`config.mk`:
```
export PLATFORM = sky130hd
export DESIGN_NAME = branch_resolve_unit
export DESIGN_NICKNAME = d
export VERILOG_FILES = /design/src/rtl/branch_resolve_pkg.sv /design/src/rtl/branch_decoder.sv /design/src/rtl/branch_condition.sv /design/src/rtl/branch_resolve_unit.sv
export SDC_FILE = /design/constraint.sdc
export NUM_CORES = 1
export LEC_CHECK = 0
export ABC_AREA = 0
export BUFFER_PORTS_ARGS = -buffer_cell sky130_fd_sc_hd__buf_2
export CAP_MARGIN = 20
export CORE_ASPECT_RATIO = 0.5
export CORE_MARGIN = 5
export CORE_UTILIZATION = 40
export CTS_CLUSTER_SIZE = 24
export DETAILED_ROUTE_END_ITERATION = 12
export PLACE_DENSITY_LB_ADDON = 0.1
export SETUP_SLACK_MARGIN = 0.02
export SYNTH_ARGS = -nofsm -noshare
export SYNTH_HDL_FRONTEND = slang
export SYNTH_HIERARCHICAL = 1
export SYNTH_SLANG_ARGS = --single-unit
```
`constraint.sdc`:
```
create_clock -name clock_in -period 9 [get_ports clock_in]
set_input_delay 2.7 -clock clock_in [delete_from_list [all_inputs] [get_ports clock_in]]
set_output_delay 2.7 -clock clock_in [all_outputs]
set_load 0.1 [all_outputs]
```
`src/rtl/branch_resolve_pkg.sv`:
```
package branch_resolve_pkg;

   // datapath widths
   localparam int XLEN = 64;                    // register and address width
   localparam int IW   = 32;                    // instruction word width

   // major opcodes, bits 31:26
   localparam logic [5:0] OP_SPECIAL       = 6'h00;
   localparam logic [5:0] OP_REGISTER_IMMEDIATE_CLASS        = 6'h01;   // register_immediate_class
   localparam logic [5:0] OP_EQUAL         = 6'h04;
   localparam logic [5:0] OP_UNEQUAL       = 6'h05;
   localparam logic [5:0] OP_NONPOSITIVE   = 6'h06;
   localparam logic [5:0] OP_POSITIVE      = 6'h07;
   localparam logic [5:0] OP_SYSCO         = 6'h10;   // system_coprocessor_class
   localparam logic [5:0] OP_EQUAL_LK      = 6'h14;
   localparam logic [5:0] OP_UNEQUAL_LK    = 6'h15;
   localparam logic [5:0] OP_NONPOS_LK     = 6'h16;
   localparam logic [5:0] OP_POSITIVE_LK   = 6'h17;

   // register-immediate sub-codes, bits 20:16
   localparam logic [4:0] RI_NEG           = 5'h00;
   localparam logic [4:0] RI_NONNEG        = 5'h01;
   localparam logic [4:0] RI_NEG_LK        = 5'h02;
   localparam logic [4:0] RI_NONNEG_LK     = 5'h03;
   localparam logic [4:0] RI_NEG_LINK      = 5'h10;
   localparam logic [4:0] RI_NONNEG_LINK   = 5'h11;
   localparam logic [4:0] RI_NEG_LINK_LK   = 5'h12;
   localparam logic [4:0] RI_NONNEG_LINK_LK = 5'h13;

   // coprocessor branch sub-op (bits 25:21) and condition (bits 20:16)
   localparam logic [4:0] SC_BRANCH        = 5'h08;
   localparam logic [4:0] SC_FALSE         = 5'h00;
   localparam logic [4:0] SC_TRUE          = 5'h01;
   localparam logic [4:0] SC_FALSE_LK      = 5'h02;
   localparam logic [4:0] SC_TRUE_LK       = 5'h03;

   // special function codes, bits 5:0
   localparam logic [5:0] FN_SYSCALL       = 6'h0c;
   localparam logic [5:0] FN_BREAK         = 6'h0d;
   localparam logic [5:0] FN_SYNC          = 6'h0f;

   // addressing constants
   localparam logic [4:0]      LINK_REG    = 5'h1f;   // general register 31
   localparam logic [XLEN-1:0] SLOT_STEP   = 64'h0000_0000_0000_0004;
   localparam logic [XLEN-1:0] LINK_STEP   = 64'h0000_0000_0000_0008;
   localparam logic [XLEN-1:0] TARGET_RST  = 64'h0000_0000_0000_0000;
   localparam int              OFFSET_SHIFT = 2;

   // branch condition kinds
   typedef enum logic [2:0] {
      COND_EQ, COND_NE, COND_LEZ, COND_GTZ,
      COND_LTZ, COND_GEZ, COND_SC_TRUE, COND_SC_FALSE
   } cond_e;

   // decoded view of one instruction
   typedef struct packed {
      logic        is_branch;   // any conditional branch
      logic        likely;      // slot dropped when not taken
      logic        link;        // writes return address to r31
      cond_e       cond;        // condition to evaluate
      logic        is_sync;
      logic        is_syscall;
      logic        is_break;
      logic [15:0] offset;      // raw branch offset
   } dec_s;

   // resolved outcome of a branch in the register fetch stage
   typedef struct packed {
      logic            taken;
      logic [XLEN-1:0] target;
      logic [XLEN-1:0] link_addr;
   } res_s;

endpackage

```
`src/rtl/branch_decoder.sv`:
```
`timescale 1ns/1ps
// pure decode of the instruction word into branch and special flags
module branch_decoder
   import branch_resolve_pkg::*;
(
   input  wire logic [IW-1:0] insn_in,
   output dec_s               dec_out
);

   logic [5:0] op;        // major opcode
   logic [4:0] rs_f;      // rs field
   logic [4:0] rt_f;      // rt field
   logic [5:0] fn;        // function field

   assign op   = insn_in[31:26];
   assign rs_f = insn_in[25:21];
   assign rt_f = insn_in[20:16];
   assign fn   = insn_in[5:0];

   // opcode table; unknown codes decode to nothing
   always_comb begin
      dec_out        = '0;
      dec_out.cond   = COND_EQ;
      dec_out.offset = insn_in[15:0];
      unique case (op)
         OP_EQUAL, OP_EQUAL_LK: begin
            dec_out.is_branch = 1'b1;
            dec_out.likely    = (op == OP_EQUAL_LK);
            dec_out.cond      = COND_EQ;
         end
         OP_UNEQUAL, OP_UNEQUAL_LK: begin
            dec_out.is_branch = 1'b1;
            dec_out.likely    = (op == OP_UNEQUAL_LK);
            dec_out.cond      = COND_NE;
         end
         OP_NONPOSITIVE, OP_NONPOS_LK: begin
            dec_out.is_branch = 1'b1;
            dec_out.likely    = (op == OP_NONPOS_LK);
            dec_out.cond      = COND_LEZ;
         end
         OP_POSITIVE, OP_POSITIVE_LK: begin
            dec_out.is_branch = 1'b1;
            dec_out.likely    = (op == OP_POSITIVE_LK);
            dec_out.cond      = COND_GTZ;
         end
         OP_REGISTER_IMMEDIATE_CLASS: begin
            // bit 0 picks nonnegative, bit 1 likely, bit 4 link
            if ((rt_f & 5'h0c) == 5'h00) begin
               dec_out.is_branch = 1'b1;
               dec_out.likely    = rt_f[1];
               dec_out.link      = rt_f[4];
               dec_out.cond      = rt_f[0] ? COND_GEZ : COND_LTZ;
            end
         end
         OP_SYSCO: begin
            if (rs_f == SC_BRANCH && rt_f[4:2] == 3'h0) begin
               dec_out.is_branch = 1'b1;
               dec_out.likely    = rt_f[1];
               dec_out.cond      = rt_f[0] ? COND_SC_TRUE : COND_SC_FALSE;
            end
         end
         OP_SPECIAL: begin
            dec_out.is_sync    = (fn == FN_SYNC);
            dec_out.is_syscall = (fn == FN_SYSCALL);
            dec_out.is_break   = (fn == FN_BREAK);
         end
         default: begin
            // not a block instruction
         end
      endcase
   end

endmodule

```
`src/rtl/branch_condition.sv`:
```
`timescale 1ns/1ps
// condition test and target arithmetic for the register fetch stage
module branch_condition
   import branch_resolve_pkg::*;
(
   input  dec_s                 dec_in,
   input  wire logic [XLEN-1:0] pc_in,
   input  wire logic [XLEN-1:0] rs_in,
   input  wire logic [XLEN-1:0] rt_in,
   input  wire logic            sysco_cond_in,
   output res_s                 res_out
);

   logic signed [XLEN-1:0] rs_s;       // source viewed as signed
   logic [31:0]            off32;      // offset scaled, 32-bit extended
   logic [XLEN-1:0]        slot_pc;    // delay-slot address

   assign rs_s    = rs_in;
   assign slot_pc = pc_in + SLOT_STEP;
   assign off32   = {{14{dec_in.offset[15]}}, dec_in.offset, 2'b00};

   // full-width extension; coprocessor branches share it since the
   // 32-bit form widens to the same value
   always_comb begin
      res_out.target    = slot_pc + {{32{off32[31]}}, off32};
      res_out.link_addr = pc_in + LINK_STEP;
      unique case (dec_in.cond)
         COND_EQ:       res_out.taken = (rs_in == rt_in);
         COND_NE:       res_out.taken = (rs_in != rt_in);
         COND_LEZ:      res_out.taken = (rs_s <= 0);
         COND_GTZ:      res_out.taken = (rs_s > 0);
         COND_LTZ:      res_out.taken = (rs_s < 0);
         COND_GEZ:      res_out.taken = (rs_s >= 0);
         COND_SC_TRUE:  res_out.taken = sysco_cond_in;
         COND_SC_FALSE: res_out.taken = !sysco_cond_in;
      endcase
   end

endmodule

```
`src/rtl/branch_resolve_unit.sv`:
```
`timescale 1ns/1ps
// How it works
// - target is slot address plus scaled offset
// - branch redirects after exactly one slot instruction
// - likely branch not taken nullifies slot
// - ordinary branches always execute the slot
// - target fetch starts while branch in execute
// - compare in fetch stage, registered into execute
// - jumps get the same one slot delay
// - equal and unequal compare two registers
// - zero compares per variant on one register
// - link variants write next-after-slot into r31
// - likely link variants link and drop slot
// - coprocessor condition selects true or false branch
// - coprocessor offset scaled, extended, added to slot
// - coprocessor branches have likely forms too
// - sync holds loads stores until pipeline drains
// - system call raises its exception
// - breakpoint raises its exception
module branch_resolve_unit
   import branch_resolve_pkg::*;
(
   input  wire logic            clock_in,
   input  wire logic            rst_n_in,
   input  wire logic            rf_valid_in,
   input  wire logic [IW-1:0]   rf_insn_in,
   input  wire logic [XLEN-1:0] rf_pc_in,
   input  wire logic [XLEN-1:0] rs_value_in,
   input  wire logic [XLEN-1:0] rt_value_in,
   input  wire logic            sysco_cond_in,
   input  wire logic            jump_valid_in,
   input  wire logic [XLEN-1:0] jump_target_in,
   input  wire logic            ls_busy_in,
   output logic                 redirect_valid_out,
   output logic [XLEN-1:0]      redirect_target_out,
   output logic                 slot_nullify_out,
   output logic                 link_we_out,
   output logic [4:0]           link_reg_out,
   output logic [XLEN-1:0]      link_data_out,
   output logic                 syscall_exc_out,
   output logic                 break_exc_out,
   output logic                 hold_ls_out
);

   ////////////////////////////////////////////////////////////////////
   // decode and resolve in the register fetch stage
   // nothing here is registered; only the answers
   // below leave the block, one edge later

   dec_s  dec;            // decoded fetch-stage instruction
   res_s  res;            // condition and target for it
   logic  in_slot_q;      // fetch-stage instruction is a delay slot
   logic  live;           // fetch-stage instruction may act
   logic  br_go;          // branch accepted this cycle
   logic  jmp_go;         // jump accepted this cycle

   // encodings come from the decoder tables
   // unknown words decode to no action at all
   branch_decoder u_decoder (
      .insn_in (rf_insn_in),
      .dec_out (dec)
   );

   // comparison and adder run combinationally in the fetch stage
   // the 64-bit compare is the long path here, so
   // a late operand bypass costs timing
   branch_condition u_condition (
      .dec_in        (dec),
      .pc_in         (rf_pc_in),
      .rs_in         (rs_value_in),
      .rt_in         (rt_value_in),
      .sysco_cond_in (sysco_cond_in),
      .res_out       (res)
   );

   // a nullified slot has no effect at all
   assign live   = rf_valid_in && !slot_nullify_out;
   // a control transfer sitting in a slot is ignored, so the
   // redirect never lands inside another slot
   assign br_go  = live && dec.is_branch && !in_slot_q;
   assign jmp_go = live && jump_valid_in && !in_slot_q;

   ////////////////////////////////////////////////////////////////////
   // slot tracking
   // a bubble keeps the mark: the slot is the next
   // valid instruction, not the next cycle

   // marks the next valid fetch-stage instruction as a delay slot
   always_ff @(posedge clock_in) begin
      if (!rst_n_in) begin
         in_slot_q <= 1'b0;
      end else if (br_go || jmp_go) begin
         in_slot_q <= 1'b1;
      end else if (rf_valid_in) begin
         in_slot_q <= 1'b0;
      end
   end

   ////////////////////////////////////////////////////////////////////
   // redirect to the fetch stage, one stage after the compare
   // limitation: fetch must advance every cycle,
   // or the target lands one slot late; a stall
   // input was left out to keep this small

   // the slot is already fetched, so the target comes next in line
   always_ff @(posedge clock_in) begin
      if (!rst_n_in) begin
         redirect_valid_out  <= 1'b0;
         redirect_target_out <= TARGET_RST;
      end else if (br_go) begin
         redirect_valid_out  <= res.taken;
         redirect_target_out <= res.target;
      end else if (jmp_go) begin
         redirect_valid_out  <= 1'b1;
         redirect_target_out <= jump_target_in;
      end else begin
         redirect_valid_out  <= 1'b0;
      end
   end

   ////////////////////////////////////////////////////////////////////
   // delay-slot nullify
   // the pulse stands while the slot sits in
   // the fetch stage

   // only a failed likely branch drops its slot
   always_ff @(posedge clock_in) begin
      if (!rst_n_in) begin
         slot_nullify_out <= 1'b0;
      end else begin
         slot_nullify_out <= br_go && dec.likely && !res.taken;
      end
   end

   ////////////////////////////////////////////////////////////////////
   // link register write
   // the return address skips over the slot and
   // holds between writes

   // link happens whether taken or not, likely or not
   always_ff @(posedge clock_in) begin
      if (!rst_n_in) begin
         link_we_out   <= 1'b0;
         link_reg_out  <= LINK_REG;
         link_data_out <= TARGET_RST;
      end else begin
         link_we_out   <= br_go && dec.link;
         link_reg_out  <= LINK_REG;
         if (br_go && dec.link) begin
            link_data_out <= res.link_addr;
         end
      end
   end

   ////////////////////////////////////////////////////////////////////
   // software exceptions
   // these still act inside a delay slot, and
   // each lasts exactly one cycle

   // one-cycle requests to the exception logic in execute
   always_ff @(posedge clock_in) begin
      if (!rst_n_in) begin
         syscall_exc_out <= 1'b0;
         break_exc_out   <= 1'b0;
      end else begin
         syscall_exc_out <= live && dec.is_syscall;
         break_exc_out   <= live && dec.is_break;
      end
   end

   ////////////////////////////////////////////////////////////////////
   // synchronize barrier
   // one state bit is enough: a second sync
   // only extends the hold

   typedef enum logic {SYNC_IDLE, SYNC_HOLD} sync_e;
   sync_e sync_q;   // barrier state
   sync_e sync_d;   // next barrier state

   // leave only once the memory pipe reports empty; a new sync in
   // that cycle keeps the hold, so the set wins over the release
   always_comb begin
      sync_d = sync_q;
      unique case (sync_q)
         SYNC_IDLE: if (live && dec.is_sync) sync_d = SYNC_HOLD;
         SYNC_HOLD: if (!ls_busy_in && !(live && dec.is_sync)) sync_d = SYNC_IDLE;
      endcase
   end

   // hold output mirrors the next state so it leaves a flop
   always_ff @(posedge clock_in) begin
      if (!rst_n_in) begin
         sync_q      <= SYNC_IDLE;
         hold_ls_out <= 1'b0;
      end else begin
         sync_q      <= sync_d;
         hold_ls_out <= (sync_d == SYNC_HOLD);
      end
   end
endmodule

```
==> results of run 1 <==
==> cells in the mapped netlist (3+ instances only) <==
master / instances
dfxtp_1: 135
o22ai_1: 130
ha_1: 122
xor2_1: 115
nand3_1: 100
o21ai_0: 95
nand2_1: 94
inv_1: 89
a21oi_1: 76
xnor2_1: 69
clkbuf_1: 65
a21boi_0: 62
nor2_1: 60
nand4_1: 39
nor4_1: 37
a21o_1: 27
buf_4: 27
and3_1: 25
buf_2: 17
a31oi_1: 13
nor3_1: 11
and4_1: 9
o21bai_1: 8
a211oi_1: 7
and2_1: 7
nor2b_1: 7
o211ai_1: 7
o21a_1: 7
buf_6: 6
o21ai_1: 6
a21boi_1: 5
nand3b_1: 5
nand2b_1: 4
o221ai_1: 4
a221oi_1: 3
buf_1: 3
o211ai_2: 3
==> power by group <==
part | internal [mW] | switching [mW]
sequential | 0.617 | 0.00922
combinational | 0.267 | 0.528
clock | 0.548 | 0.276
==> stage by stage <==
step                power [mW]  hold slack (ns)   util
global placement          1.43            0.448  0.482
floorplan                 1.21            0.613      -
global route              2.35            0.480  0.506
CTS                       2.26            0.458  0.505
detailed placement        1.43            0.450  0.482
finish                    2.24            0.463  0.506
==> cell type report <==
cell class | instances | area, µm² | share of cell area
Antenna cell | 6 | 15.0 | 0.00102
Inverter | 89 | 334 | 0.0226
Clock buffer | 24 | 492 | 0.0333
Sequential cell | 135 | 2700 | 0.183
Timing Repair Buffer | 437 | 2220 | 0.151
Multi-Input combinational cell | 1194 | 8320 | 0.564
Clock inverter | 7 | 189 | 0.0128
Tap cell | 391 | 489 | 0.0331
==> layer usage <==
metal	vias up	global-route usage	wire length [µm]
met5	-	0	48
met4	8	0.0766	1100
met3	55	0.0560	2040
met2	329	0.456	23300
met1	5891	0.290	17900
li1	6254	-	-
==> sequential cells by signal, summed over array words and instances, names as in the netlist <==
| name | flops |
|---|---|
| break_exc_out | 1 |
| link_we_out | 1 |
| link_data_out | 64 |
| sync_q | 1 |
| redirect_target_out | 64 |
| in_slot_q | 1 |
| syscall_exc_out | 1 |
| redirect_valid_out | 1 |
| slot_nullify_out | 1 |
==> cell families after synthesis <==
logic type / Yosys count / synth area share
compound gates: 469 / 0.249
xor+xnor: 184 / 0.135
fa+ha+maj: 123 / 0.130
buf+inv: 207 / 0.0792
flops: 135 / 0.227
mux: 1 / 0.000839
other cells: 1 / 0.000314
simple gates: 412 / 0.180
==> final timing paths <==
kind | end | from
hold reg to reg | redirect_target_out[38] | redirect_target_out[38]
setup reg to reg | redirect_target_out[38] | in_slot_q
setup / recovery | redirect_target_out[63] | rf_insn_in[15]
hold / removal | redirect_target_out[38] | redirect_target_out[38]
==> worst max-delay path: cells and delay by family <==
kind                       cells  cell delay, ns
AOI/OAI and AO/OA             10            2.14
buffers and inverters          2            0.73
adders and majority gates      2            0.73
and+or+nand+nor                1            0.27
xor gates and xnor gates       1            0.16
==> results.py, run 1 <==
metrics = {
    "global_route": {
        "antenna_found_initial": 10,
        "overflow": 0,
        "grt_pass1_vias": 12165,
        "grt.total_usage": 0.249,
        "grt_max_degree": 73,
        "grt_pass1_wl_mm": 67.0,
    },
    "timing": {
        "rsz0062_at_grt": "false",
        "fin_setup_tns_ns": 0,
        "report.final.slew_viol_count": 0,
        "finalSetupViolations": 0,
        "setup_slack_ns": 2.54,
        "finalCritPeriodShare": 0.718,
        "fmaxAchievable_ghz": 0.155,
        "relSlewSlack": 0.457,
        "clock_skew_ns": 0.00801,
        "finalHoldViolations": 0,
        "period_needed_ns": 6.46,
        "tightest_slew_ns": 0.814,
    },
    "clock_tree": {
        "cts_setup_buffers": 0,
        "cts_resized": 0,
        "clk_latency_ns": 0.44,
        "cts_buffer_depth": 2,
        "cts_tree": "built",
        "cts-buffers-inserted": 17,
        "clock-sinks": 135,
        "clockRootBuffer": "clkbuf_16",
        "htree_levels": 4,
        "path_clk_slew_ns": 0.06,
        "cts_hold_buf": 0,
    },
    "floorplan": {
        "die_x_um": 254,
        "core_mm2": 0.0292,
        "dieArea_mm2": 0.0336,
        "ioPinCount": 433,
        "die_h_um": 132,
        "num_rows": 44,
        "start_util": 0.409,
    },
    "synth": {
        "avgSynthCellArea_um2": 7.79,
        "synth_top_area_share": 0.227,
        "netlist_area_mm2": 0.0119,
        "synthArstFlopShare": 0,
        "synth_top_area_cell": "dfxtp_1",
        "netlist_instances": 1532,
        "ys_seq_area_frac": 0.227,
        "ys_seq_elements": 135,
        "synth_ff_type": "dfxtp_1",
        "synthDistinctLibCells": 66,
        "synthTopCellsByArea": "dfxtp_1 (23%), ha_1 (13%), xor2_1 (8.4%), o22ai_1 (6.8%), xnor2_1 (5.1%)",
        "synth_edf_count": 0,
        "yosys_warnings": 6,
    },
    "cells_and_area": {
        "fillers": 3027,
        "final_cells": 2283,
        "final_cell_mix": "buf_2 (427), dfxtp_1 (135), o22ai_1 (130)",
        "drive_gt1_frac": 0.259,
        "layout_commonest_cell": "buf_2",
        "design_area_mm2": 0.0148,
        "area_growth_pct": 23.8,
        "nets": 2291,
    },
    "setup_path": {
        "cp_cell_sequence": "buf_2, buf_4, ha_1, ha_1, and4_1, o2111ai_1, a21o_1, a2111oi_2, o21bai_1, a21boi_1, o211ai_1, a21oi_1, o221ai_1, xnor2_1, o22ai_1, o22ai_1",
        "crit_path_start_kind": "primary input",
        "end_kind": "flop",
        "required_ns": 9.28,
        "path_class": "in -> reg",
        "r2r_cells": 4,
        "slowest_stage": "a2111oi_2",
        "cp.arrival_ns": 6.75,
        "rrSetupSlack_ns": 6.86,
        "cp_max_fo": 27,
        "cpPeakStageDelay_ns": 0.53,
    },
    "placed_design": {
        "place_area_mm2": 0.0141,
        "dp_cells": 2245,
        "dp_slack_ns": 2.16,
        "io_buffers": 427,
        "gp_congestion": 0.951,
        "post-dp-hpwl_mm": 35.2,
    },
    "hold_path": {
        "hold_path_class": "reg -> reg",
        "hold-path-cell-count": 2,
    },
    "route": {
        "antenna_left": 0,
        "drt_iter0_drc": 813,
        "avgViaCountPerCell": 5.49,
        "wl_per_cell_um": 19.4,
        "dr.pass1.iters": 5,
        "drc_errors": 0,
        "vias": 12537,
        "wl_mm": 44.4,
    },
    "outcome": {
        "run_status": "finished clean",
    },
    "power": {
        "leakage_nw": 6.77,
        "vdd_drop_max_uv": 117,
        "power_density_mw_per_mm2": 152,
    },
    "run": {
        "drv_cap": 0,
    },
}
(Power assumes the default switching activity.)
==> run 2, diff against run 1 <==
ABC_AREA = 1   (was 0)
clock period = 6 ns   (was 9 ns; I/O delays follow)
==> run 2 against run 1 <==
Against the previous run: synthesized cell count increased by 84%; wire length rose by 47%; sequential power grew 52%; clock skew grew 0.0060 ns; hold slack got worse by 0.0046 ns; register-to-register slack worse by 2.9 ns; final cell count up 64%; utilization fell by 2.1 points; die area grew 31%.
==> results.py, run 2 <==
metrics = {
    "setup_path": {
        "cp_max_fo": 18,
        "crit_path_start_kind": "primary input",
        "path_class": "in -> reg",
        "cp.arrival_ns": 5.32,
        "end_kind": "flop",
        "required_ns": 6.32,
    },
    "cells_and_area": {
        "final_cell_mix": "nand2_1 (1001), inv_1 (486), buf_2 (427)",
        "nets": 3614,
        "reg_top3": "link_data_out: 64 flops, redirect_target_out: 64 flops",
        "area_growth_pct": 19.6,
        "final_cells": 3748,
        "design_area_mm2": 0.0189,
        "drive_gt1_frac": 0.180,
        "layout_commonest_cell": "nand2_1",
    },
    "global_route": {
        "antenna_found_initial": 9,
        "grt_pass1_vias": 16808,
        "overflow": 0,
        "grt_max_degree": 67,
        "grt.total_usage": 0.282,
        "grt_pass1_wl_mm": 97.2,
    },
    "floorplan": {
        "ioPinCount": 433,
        "die_x_um": 291,
        "start_util": 0.405,
        "die_h_um": 151,
        "dieArea_mm2": 0.0438,
        "num_rows": 51,
        "core_mm2": 0.0390,
    },
    "route": {
        "drc_errors": 0,
        "wl_met2_mm": 28.7,
        "met1_length_mm": 29.9,
        "dr.pass1.iters": 6,
        "vias": 18447,
        "antenna_left": 0,
        "wl_per_cell_um": 17.4,
        "wl_mm": 65.2,
        "top_layer_used": "met5",
        "dr_wl_met3_mm": 5.59,
        "avgViaCountPerCell": 4.92,
        "drt_iter0_drc": 1326,
    },
    "clock_tree": {
        "cts-buffers-inserted": 17,
        "cts_setup_buffers": 0,
        "cts_hold_buf": 0,
        "cts_resized": 0,
        "cts_buffer_depth": 2,
        "htree_levels": 4,
        "clock-sinks": 135,
        "path_clk_slew_ns": 0.06,
        "cts_tree": "built",
        "clockRootBuffer": "clkbuf_16",
        "clk_latency_ns": 0.47,
    },
    "power": {
        "total_power_mw": 3.66,
        "vdd_drop_max_uv": 166,
        "switchingPower_mw": 1.58,
        "power_frac_clock": 0.330,
        "p_comb_frac": 0.410,
        "p_int_mw": 2.07,
        "leakage_nw": 11.0,
        "power_frac_seq": 0.260,
        "power_density_mw_per_mm2": 193,
        "p_sw_frac": 0.432,
    },
    "synth": {
        "ys_seq_area_frac": 0.171,
        "ys_seq_elements": 135,
        "netlist_instances": 2824,
        "yosys_warnings": 6,
        "avgSynthCellArea_um2": 5.60,
        "synth_ff_type": "dfxtp_1",
        "yosys-top-cells-count": "nand2_1 (1003), inv_1 (486), nor2_1 (270), a21oi_1 (205), dfxtp_1 (135)",
        "synth_top_area_share": 0.238,
        "synth_top_area_cell": "nand2_1",
        "synthArstFlopShare": 0,
        "netlist_area_mm2": 0.0158,
        "synthDistinctLibCells": 42,
        "yosys.cell_count.top_type": "nand2_1",
        "synth_edf_count": 0,
        "synthTopCellsByArea": "nand2_1 (24%), dfxtp_1 (17%), inv_1 (12%), ha_1 (9.7%), a21oi_1 (6.5%)",
    },
    "placed_design": {
        "io_buffers": 427,
        "place_area_mm2": 0.0183,
        "dp_cells": 3708,
        "gp_congestion": 0.964,
        "post-dp-hpwl_mm": 54.6,
    },
    "timing": {
        "finalCritPeriodShare": 0.833,
        "report.final.slew_viol_count": 0,
        "relSlewSlack": 0.303,
        "period_needed_ns": 5.00,
        "fmaxAchievable_ghz": 0.200,
        "fin_hold_ws_ns": 0.458,
        "finalSetupViolations": 0,
        "clock_skew_ns": 0.0140,
        "fin_setup_tns_ns": 0,
        "tightest_slew_ns": 1.04,
        "finalHoldViolations": 0,
        "rsz0062_at_grt": "false",
    },
    "run": {
        "drv_cap": 0,
    },
    "outcome": {
        "run_status": "finished clean",
    },
    "hold_path": {
        "hold_path_class": "reg -> reg",
    },
}
==> run 2: path summary, 6_finish.rpt <==
kind / start / to / slack (ns) / cells after the start
setup / recovery: rf_insn_in[15] / redirect_target_out[43] / 1.0 / 16
hold / removal: link_data_out[57] / link_data_out[57] / 0.46 / 2
setup reg to reg: in_slot_q / link_data_out[43] / 3.95 / 6
hold reg to reg: link_data_out[57] / link_data_out[57] / 0.46 / 2
==> run 2: metal layers <==
metal / vias up / global-route usage
met5: - / 0
met4: 4 / 0.0553
met3: 57 / 0.0724
met2: 614 / 0.451
met1: 8312 / 0.390
li1: 9460 / -
==> run 2: cell families (layout without fill, tap and decap cells) <==
logic type               Yosys count  after routing  share of synthesized area
buffers and inverters            584            966                      0.149
XOR/XNOR                         115            115                     0.0637
AND/OR/NAND/NOR                 1616           1616                      0.435
other                              1             13                   0.000237
flip-flops                       135            135                      0.171
AO/OA/AOI/OAI                    250            250                     0.0824
adder cells (fa/ha/maj)          123            123                     0.0978
==> run 2: cell type report <==
class	count	area, µm²
diodes	8	20.0
well taps	530	663
flip-flops and latches	135	2700
repair buffers	444	2260
multi-input cells	2109	10800
fillers	4385	20100
clock buffers	18	429
inverters	490	1840
clock inverters	14	211
==> run 2: power by group through the flow <==
stage          combinational (mW)  sequential, mW  clock (mW)
6_report                     1.50           0.951        1.21
5_1_grt                      1.65           0.955        1.27
4_1_cts                      1.49           0.951        1.23
3_5_place_dp                 1.48           0.971           0
3_3_place_gp                 1.49           0.971           0
2_1_floorplan               0.784            1.23           0
==> run 2: worst max-delay path: stages <==
cell	delay, ns
buf_2	0.35
buf_4	0.32
ha_1	0.27
ha_1	0.37
nand2_1	0.12
nor2_1	0.30
inv_1	0.06
o21ai_0	0.52
inv_1	0.10
nand3_1	0.33
nand3_1	0.18
nand3_1	0.11
nand2_1	0.06
or2_2	0.29
nand2_1	0.07
a21oi_1	0.05
==> run 2: per-stage QoR <==
stage / worst slack, ns / util
3_5_place_dp: 0.686 / 0.468
6_report: 1.00 / 0.485
4_1_cts: 1.16 / 0.485
2_1_floorplan: 1.79 / -
5_1_grt: 0.808 / 0.485
3_3_place_gp: 0.595 / 0.468
